$ cat config.mk
export PLATFORM = sky130hd
export DESIGN_NAME = onboard_peripheral_pin_mux
export DESIGN_NICKNAME = d
export VERILOG_FILES = /design/src/inc/pin_mux_pkg.sv /design/src/onboard_peripheral_pin_mux.sv /design/src/bit_sync.sv /design/src/power_latch_seq.sv
export SDC_FILE = /design/constraint.sdc
export NUM_CORES = 1
export LEC_CHECK = 0
export BUFFER_PORTS_ARGS = -buffer_cell sky130_fd_sc_hd__buf_4
export CORE_UTILIZATION = 50
export CTS_CLUSTER_SIZE = 30
export DETAILED_ROUTE_END_ITERATION = 8
export PLACE_DENSITY = 0.91
export SYNTH_ARGS = -nofsm -noshare
export SYNTH_HDL_FRONTEND = slang
export SYNTH_SLANG_ARGS = --single-unit
$ cat constraint.sdc
create_clock -name clock -period 2.3 [get_ports clock]
set_input_delay 0.23 -clock clock [delete_from_list [all_inputs] [get_ports clock]]
set_output_delay 0.23 -clock clock [all_outputs]
set_load 0.1 [all_outputs]
$ cat src/inc/pin_mux_pkg.sv
// Shared constants and types for the peripheral pin sharing block
package pin_mux_pkg;

  // Clock and timing
  localparam int CLK_PERIOD_NS = 50;
  localparam int PC_STROBE_NS  = 100;
  localparam int PC_STROBE_CYC = (PC_STROBE_NS + CLK_PERIOD_NS - 1) / CLK_PERIOD_NS;
  localparam int PC_CNT_W      = 2;

  // Pin group widths
  localparam int MA_W  = 9;
  localparam int XD_W  = 8;
  localparam int PC_W  = 4;
  localparam int KBC_W = 3;

  // Shared address pin positions
  localparam int MA_ROM_SEL = 0;
  localparam int MA_RTC_SEL = 2;
  localparam int MA_RTC_RW  = 3;
  localparam int MA_PC_LSB  = 4;
  localparam int MA_STRAP   = 6;
  localparam int MA_PC_WE   = 8;

  // Reset values and settle window after reset release
  localparam logic [1:0]      SETTLE_INIT = 2'h3;
  localparam logic [PC_W-1:0] PC_RESET    = 4'h0;
  localparam logic [MA_W-1:0] MA_IDLE     = 9'h1ff;
  localparam logic [XD_W-1:0] XD_RESET    = 8'h00;

  typedef enum logic [1:0] {
    CYC_IDLE    = 2'b00,
    CYC_DRAM    = 2'b01,
    CYC_ISA_MEM = 2'b10,
    CYC_ISA_IO  = 2'b11
  } cycle_t;

  typedef enum logic [1:0] {
    PC_IDLE   = 2'b00,
    PC_SETUP  = 2'b01,
    PC_STROBE = 2'b10,
    PC_HOLD   = 2'b11
  } pc_state_t;

  // Core request for the current non-DRAM cycle
  typedef struct packed {
    logic rom_sel;
    logic rtc_sel;
    logic rtc_read;
    logic drive_wr;
    logic xd_active;
    logic xd_read;
  } periph_req_t;

  // One driven pin
  typedef struct packed {
    logic o;
    logic oe;
  } pin_drive_t;

endpackage : pin_mux_pkg

$ cat src/onboard_peripheral_pin_mux.sv
// Pin sharing logic for DRAM address, peripheral selects and straps
// Operation
// - Byte-three parity pin: parity if strap high, drive write strobe if low.
// - Peripheral traffic moves over an eight-bit data bus to an external buffer.
// - Buffer direction output follows read or write of the transfer.
// - Address bit 0 pin carries boot ROM select outside DRAM cycles.
// - During power-on reset address bits 0, 2, 3 are keyboard port inputs.
// - Address bit 3 pin carries clock-chip read/write outside DRAM cycles.
// - Address bits 4-7 carry four power-control values outside DRAM cycles.
// - Address bit 8 pin carries power latch write strobe outside DRAM cycles.
// - Address bit 2 pin carries clock-chip data select outside DRAM cycles.
// - In ISA memory cycles demux control acts as low-megabyte select.
// - In ISA I/O cycles demux control is held low.
// - Strap low: byte-zero parity pin is an unqualified clock-chip select.
`timescale 1ns/10ps
module onboard_peripheral_pin_mux
  import pin_mux_pkg::*;
(
  // Clock and reset
  input  wire logic                          clock,
  input  wire logic                          rstn,
  // Core cycle information
  input  wire pin_mux_pkg::cycle_t           cycle_kind,
  input  wire logic [pin_mux_pkg::MA_W-1:0]  dram_addr,
  input  wire logic                          low_meg_n,
  input  wire pin_mux_pkg::periph_req_t      periph_req,
  // Power-control latch request
  input  wire logic                          pc_write_req,
  input  wire logic [pin_mux_pkg::PC_W-1:0]  pc_values,
  output logic                               pc_busy,
  // Parity from the memory controller
  input  wire logic [1:0]                    parity_out,
  input  wire logic                          parity_drive,
  output logic      [1:0]                    parity_in,
  // Peripheral data from core
  input  wire logic [pin_mux_pkg::XD_W-1:0]  xd_wdata,
  output logic      [pin_mux_pkg::XD_W-1:0]  xd_rdata,
  // Shared address pins
  input  wire logic [pin_mux_pkg::MA_W-1:0]  ma_i,
  output logic      [pin_mux_pkg::MA_W-1:0]  ma_o,
  output logic      [pin_mux_pkg::MA_W-1:0]  ma_oe,
  // Parity pins
  input  wire logic                          parity_byte0_pin_i,
  output logic                               parity_byte0_pin_o,
  output logic                               parity_byte0_pin_oe,
  input  wire logic                          parity_byte3_pin_i,
  output logic                               parity_byte3_pin_o,
  output logic                               parity_byte3_pin_oe,
  // Peripheral data bus and its buffer control
  input  wire logic [pin_mux_pkg::XD_W-1:0]  peripheral_data_bus_i,
  output logic      [pin_mux_pkg::XD_W-1:0]  peripheral_data_bus_o,
  output logic                               peripheral_data_bus_oe,
  output logic                               peripheral_buffer_direction,
  output logic                               cycle_demux_control,
  // Values caught at power-on
  output logic                               kbc_port1_bit3,
  output logic                               kbc_port1_bit5,
  output logic                               kbc_port1_bit6,
  output logic                               strap_addr_bit6,
  output logic                               power_on_phase
);

  localparam int SYNC_W = 4 + 2 + XD_W;

  typedef struct packed {
    logic [1:0]        settle;
    logic              strap;
    logic [KBC_W-1:0]  kbc;
    logic [MA_W-1:0]   ma_o;
    logic [MA_W-1:0]   ma_oe;
    pin_drive_t        par0;
    pin_drive_t        par3;
    logic              demux;
    logic              dir;
    logic [XD_W-1:0]   xd_o;
    logic              xd_oe;
    logic [XD_W-1:0]   xd_rdata;
    logic [1:0]        par_in;
  } mux_state_t;

  mux_state_t          st_r;
  mux_state_t          st_nxt;
  logic [SYNC_W-1:0]   sync_v;
  logic [3:0]          ma_sync;
  logic [1:0]          par_sync;
  logic [XD_W-1:0]     xd_sync;
  logic [PC_W-1:0]     pc_vals;
  logic                pc_strobe;
  logic                in_por;
  logic                is_dram;

  // Pin inputs pass two flops
  bit_sync #(
    .WIDTH (SYNC_W)
  ) u_sync (
    .clock    (clock),
    .rstn     (rstn),
    .async_in ({ma_i[MA_STRAP], ma_i[MA_RTC_RW], ma_i[MA_RTC_SEL], ma_i[MA_ROM_SEL],
                parity_byte3_pin_i, parity_byte0_pin_i, peripheral_data_bus_i}),
    .sync_out (sync_v)
  );

  assign ma_sync  = sync_v[SYNC_W-1 -: 4];
  assign par_sync = sync_v[XD_W +: 2];
  assign xd_sync  = sync_v[XD_W-1:0];
  assign in_por   = (st_r.settle != 2'h0);
  assign is_dram  = (cycle_kind == CYC_DRAM);

  power_latch_seq u_pc (
    .clock    (clock),
    .rstn     (rstn),
    .start    (pc_write_req),
    .values   (pc_values),
    .allow    (!in_por && !is_dram),
    .busy     (pc_busy),
    .vals_o   (pc_vals),
    .strobe_o (pc_strobe)
  );

  always_comb begin
    st_nxt = st_r;
    if (in_por) begin
      // Pins float as inputs until the strap window closes
      st_nxt.ma_oe  = '0;
      st_nxt.par0   = '{o: 1'b1, oe: 1'b0};
      st_nxt.par3   = '{o: 1'b1, oe: 1'b0};
      st_nxt.xd_oe  = 1'b0;
      st_nxt.dir    = 1'b0;
      st_nxt.demux  = 1'b1;
      st_nxt.settle = st_r.settle - 2'h1;
      if (st_r.settle == 2'h1) begin
        st_nxt.strap = ma_sync[3];
        st_nxt.kbc   = ma_sync[2:0];
      end
    end else begin
      unique case (cycle_kind)
        CYC_DRAM:    st_nxt.demux = 1'b1;
        CYC_ISA_MEM: st_nxt.demux = low_meg_n;
        CYC_ISA_IO:  st_nxt.demux = 1'b0;
        CYC_IDLE:    st_nxt.demux = 1'b1;
      endcase
      st_nxt.ma_oe = '1;
      if (is_dram) begin
        st_nxt.ma_o = dram_addr;
      end else begin
        st_nxt.ma_o                    = MA_IDLE;
        st_nxt.ma_o[MA_ROM_SEL]        = !periph_req.rom_sel;
        st_nxt.ma_o[MA_RTC_SEL]        = !periph_req.rtc_sel;
        st_nxt.ma_o[MA_RTC_RW]         = periph_req.rtc_read;
        st_nxt.ma_o[MA_PC_LSB +: PC_W] = pc_vals;
        st_nxt.ma_o[MA_PC_WE]          = !pc_strobe;
      end
      if (st_r.strap) begin
        st_nxt.par0 = '{o: parity_out[0], oe: parity_drive};
        st_nxt.par3 = '{o: parity_out[1], oe: parity_drive};
      end else begin
        st_nxt.par0 = '{o: !periph_req.rtc_sel, oe: 1'b1};
        st_nxt.par3 = '{o: !periph_req.drive_wr, oe: 1'b1};
      end
      st_nxt.dir   = periph_req.xd_active && periph_req.xd_read;
      st_nxt.xd_oe = periph_req.xd_active && !periph_req.xd_read;
      st_nxt.xd_o  = xd_wdata;
      if (periph_req.xd_active && periph_req.xd_read) begin
        st_nxt.xd_rdata = xd_sync;
      end
    end
    st_nxt.par_in = par_sync;
  end

  always_ff @(posedge clock or negedge rstn) begin
    if (!rstn) begin
      st_r <= '{settle: SETTLE_INIT, strap: 1'b1, kbc: '0, ma_o: MA_IDLE, ma_oe: '0,
                par0: '{o: 1'b1, oe: 1'b0}, par3: '{o: 1'b1, oe: 1'b0},
                demux: 1'b1, dir: 1'b0, xd_o: XD_RESET, xd_oe: 1'b0,
                xd_rdata: XD_RESET, par_in: 2'h0};
    end else begin
      st_r <= st_nxt;
    end
  end

  assign ma_o                        = st_r.ma_o;
  assign ma_oe                       = st_r.ma_oe;
  assign parity_byte0_pin_o          = st_r.par0.o;
  assign parity_byte0_pin_oe         = st_r.par0.oe;
  assign parity_byte3_pin_o          = st_r.par3.o;
  assign parity_byte3_pin_oe         = st_r.par3.oe;
  assign parity_in                   = st_r.par_in;
  assign peripheral_data_bus_o       = st_r.xd_o;
  assign peripheral_data_bus_oe      = st_r.xd_oe;
  assign peripheral_buffer_direction = st_r.dir;
  assign cycle_demux_control         = st_r.demux;
  assign xd_rdata                    = st_r.xd_rdata;
  assign kbc_port1_bit3              = st_r.kbc[0];
  assign kbc_port1_bit5              = st_r.kbc[1];
  assign kbc_port1_bit6              = st_r.kbc[2];
  assign strap_addr_bit6             = st_r.strap;
  assign power_on_phase              = in_por;
endmodule : onboard_peripheral_pin_mux

$ cat src/bit_sync.sv
// Two-stage synchroniser for pin inputs
`timescale 1ns/10ps
module bit_sync #(
  parameter int WIDTH = 1
) (
  // Clock and reset
  input  wire logic             clock,
  input  wire logic             rstn,
  // Data
  input  wire logic [WIDTH-1:0] async_in,
  output logic      [WIDTH-1:0] sync_out
);

  typedef struct packed {
    logic [WIDTH-1:0] s1;
    logic [WIDTH-1:0] s2;
  } sync_state_t;

  sync_state_t st_r;
  sync_state_t st_nxt;

  always_comb begin
    st_nxt    = st_r;
    st_nxt.s1 = async_in;
    st_nxt.s2 = st_r.s1;
  end

  always_ff @(posedge clock or negedge rstn) begin
    if (!rstn) begin
      st_r <= '0;
    end else begin
      st_r <= st_nxt;
    end
  end

  assign sync_out = st_r.s2;

endmodule : bit_sync

$ cat src/power_latch_seq.sv
// Sequencer for the external power-control latch write
`timescale 1ns/10ps
module power_latch_seq
  import pin_mux_pkg::*;
(
  // Clock and reset
  input  wire logic                         clock,
  input  wire logic                         rstn,
  // Request from core
  input  wire logic                         start,
  input  wire logic [pin_mux_pkg::PC_W-1:0] values,
  input  wire logic                         allow,
  output logic                              busy,
  // Toward the shared pins
  output logic      [pin_mux_pkg::PC_W-1:0] vals_o,
  output logic                              strobe_o
);

  typedef struct packed {
    pc_state_t            state;
    logic [PC_CNT_W-1:0]  cnt;
    logic [PC_W-1:0]      vals;
    logic                 strobe;
  } pc_seq_t;

  pc_seq_t st_r;
  pc_seq_t st_nxt;

  always_comb begin
    st_nxt = st_r;
    unique case (st_r.state)
      PC_IDLE: begin
        if (start && allow) begin
          st_nxt.vals  = values;
          st_nxt.state = PC_SETUP;
        end
      end
      PC_SETUP: begin
        st_nxt.strobe = 1'b1;
        st_nxt.cnt    = PC_CNT_W'(PC_STROBE_CYC - 1);
        st_nxt.state  = PC_STROBE;
      end
      PC_STROBE: begin
        if (st_r.cnt == '0) begin
          st_nxt.strobe = 1'b0;
          st_nxt.state  = PC_HOLD;
        end else begin
          st_nxt.cnt = st_r.cnt - 1'b1;
        end
      end
      PC_HOLD: begin
        st_nxt.state = PC_IDLE;
      end
    endcase
  end

  always_ff @(posedge clock or negedge rstn) begin
    if (!rstn) begin
      st_r <= '{state: PC_IDLE, cnt: '0, vals: PC_RESET, strobe: 1'b0};
    end else begin
      st_r <= st_nxt;
    end
  end

  assign busy     = (st_r.state != PC_IDLE);
  assign vals_o   = st_r.vals;
  assign strobe_o = st_r.strobe;
endmodule : power_latch_seq

==> key figures <==
Pwr
  – VDD IR max: 0.639 mV
  – Tot Pwr: 3.77 mW
  – P_leak: 1.86 nW
  – P per Cell Area: 972 nW/um2

Critical path
  – Slowest stage cell on the critical path: dfstp_2
  – Critical Path RT: 2.07 ns
  – WP buf/inv: 3
  – Crit-path cells: inv_1 > ha_2 > inv_1 > buf_4
  – Setup Crit Path Kind: reg -> out
  – Crit-path max FO: 19
  – WP data arrival: 1.73 ns
  – Max stage delay on crit path: around 0.56 ns
  – Worst setup SP type: flip-flop
  – Most common cell on crit path: inv_1
  – CP delay by family, top: flip-flops
  – Crit. End Element: primary output

CTS
  – Max Root-Sink Buffers: 2
  – Clock Tree Root: clkbuf_8
  – # H-tree levels: 3
  – CTS tree: done
  – Worst-path clk slew: around 0.080 ns
  – Postcts setup bufs: 0
  – Clock latency on the worst-skew pair: 0.33 ns
  – # clock sinks: 77
  – Num CTS Buffers: 9

Global routing
  – Initial antenna violation count: 0
  – Vias in the first global route: 1,947
  – GRT overflow: 0
  – First-pass GRT wire length: ~8.7 mm
  – Largest net degree at the start of global routing: between 70 and 80
  – Total GRT Usage: 0.187

Run status
  – Status: finished, final reports clean

Drt
  – Via count: 1,841
  – Initial DRC count: 48
  – Remaining antenna violation count: 0
  – Vias/cell: about 4.7
  – Final WL: 5.43 mm
  – Initial DRT Pass Iterations: 4
  – DRC Markers: 0
  – Routed wire length per instance: 14.0 um

Cells and area
  – Diode count: 0
  – Most common cell after layout, fill and taps aside: buf_4
  – Synth-to-layout area growth: 27.6%
  – Most frequent cells in the layout: buf_4, dfrtp_1, nand2_1
  – FILL cells: 440
  – Fraction of layout cells with a size suffix above 1: 0.476
  – Nets: between 300 and 400

STA
  – Period utilization: 0.852
  – Skew final: 0.0115 ns
  – Final hold viol count: 0
  – Minimum clock period: between 1.5 and 2 ns
  – Fmax: 0.510 GHz
  – Fin. max-slew vios: 0
  – Final setup margin: between 0.3 and 0.4 ns
  – Pin slew with the least headroom to its limit: 0.899 ns
  – Rel. slew slack: 0.401
  – Final Setup Violations: 0
  – Total negative setup slack: 0 ns
  – Unrepaired setup endpoints after global routing: no

Floorplan
  – Die span in x: 80.0 um
  – Die H: 80.0 um
  – FP Rows: 28
  – I/O pin count: 104
  – Core area: 5890 um2
  – Die area: around 6400 um2
  – Starting density of the core: 0.517

Placed design
  – Place WS: 0.593 ns
  – DP Wirelength: about 3.8 mm
  – I/O Buffers: 98
  – Global placement routability congestion: 0.689

Synth
  – Syn Inst Count: 227
  – Post-synthesis area per instance: 13.4 um2
  – Distinct cells, synth: 26
  – Yosys reg bits: 77
  – Sequential area share after synthesis: 0.639
  – Syn Nets: 289
  – Synth Warn #: 0
  – Synthesized cell area: about 3000 um2

Hold path
  – HP Class: in -> async

Run
  – Max Cap Viol: 0
worst register-to-register path, stage by stage, from the launching register on:
cell,delay [ns]
dfstp_2,0.37
inv_1,0.07
ha_2,0.54
buf_4,0.26
mux2_1,0.34
registers in the layout, summed over array words and instances (netlist names), 2 cells and up:
name / cells
u_sync.st_nxt: 14
parity_in: 2
u_pc.st_r: 4
u_sync.sync_out: 14
u_pc.vals_o: 4
st_r: 2
peripheral_data_bus_o: 8
xd_rdata: 8
ma_o: 9
routing by layer:
metal | GRT usage | share of wire | vias up
li1 | - | - | 868
met1 | 0.209 | 0.40 | 903
met2 | 0.325 | 0.54 | 60
met3 | 0.0457 | 0.045 | 10
met4 | 0.105 | 0.022 | 0
met5 | 0 | 0 | -
where the power goes:
group          switching [mW]  leakage [nW]  total (mW)  internal [mW]
Combinational           0.879         0.885        1.25          0.373
Sequential             0.0929         0.884        1.65           1.55
Clock                   0.458        0.0885       0.875          0.417
synth_stat cells:
library cell,n,area (um2)
buf_2,3,15.0
a31oi_4,1,21.3
mux2_4,4,60.1
o2bb2ai_1,1,8.76
nor2_1,15,56.3
buf_6,1,11.3
o22ai_1,1,6.26
dfrtp_1,62,1550
nand4_4,1,21.3
o211ai_1,3,22.5
buf_4,39,293
and2b_4,1,10.0
o21ai_0,4,20.0
nand3_4,1,17.5
dfstp_2,15,394
xnor2_1,1,8.76
nand2_1,19,71.3
ha_1,7,87.6
nand2b_1,1,6.26
mux2_2,9,101
o32a_1,1,10.0
mux2_1,11,124
a21oi_1,8,40.0
a31oi_1,5,31.3
a21oi_2,1,8.76
inv_1,12,45.0
path summary, 6_finish.rpt:
path                                              from                              endpoint  slack, ns  cells past startpoint
max                               st_r[47]$_DFFE_PN1P_                        power_on_phase       0.34                      4
min                                               rstn            u_sync.st_nxt[0]$_DFF_PN0_       0.03                      1
max reg2reg                       st_r[48]$_DFFE_PN1P_  peripheral_data_bus_o[5]$_DFFE_PN0N_       0.59                      4
min reg2reg                u_sync.st_nxt[13]$_DFF_PN0_         u_sync.sync_out[13]$_DFF_PN0_       0.35                      0
max in group asynchronous                         rstn            u_pc.vals_o[3]$_DFFE_PN0P_       1.69                      1
min in group clock                       periph_req[2]          parity_byte3_pin_o$_DFF_PN1_       0.07                      2
cells by family (layout without fill, tap and decap cells):
| family | after synthesis | in the layout | share of synthesized area |
|---|---|---|---|
| flops | 77 | 77 | 0.639 |
| simple gates | 38 | 38 | 0.0600 |
| compound gates | 25 | 25 | 0.0555 |
| mux | 24 | 24 | 0.0938 |
| xor+xnor | 1 | 1 | 0.00288 |
| fa+ha+maj | 7 | 7 | 0.0288 |
| buf+inv | 55 | 141 | 0.120 |
cell type report:
cell class	count	area (um2)	share of cell area
well taps	75	93.8	0.0242
clock inverters	5	35.0	0.00902
inverters	12	45.0	0.0116
repair buffers	114	891	0.229
flip-flops and latches	77	1950	0.501
multi-input cells	95	736	0.189
clock buffers	10	138	0.0354
metrics by stage:
stage               instance area [um2]  cells   util  hold slack [ns]
floorplan                          3040    227      -          -0.0656
CTS                                3880    388  0.660           0.0458
detailed placement                 3570    359  0.607            0.335
finish                             3880    388  0.660           0.0318
global route                       3880    388  0.660           0.0519
global placement                   3570    359  0.607            0.333
what timing repair did:
item                                   CTS  global route
endpoints found under the hold margin   14             0
gates resized for setup                  0             0
hold buffers                            14             0
No activity file was read; power rests on OpenSTA's default activity.
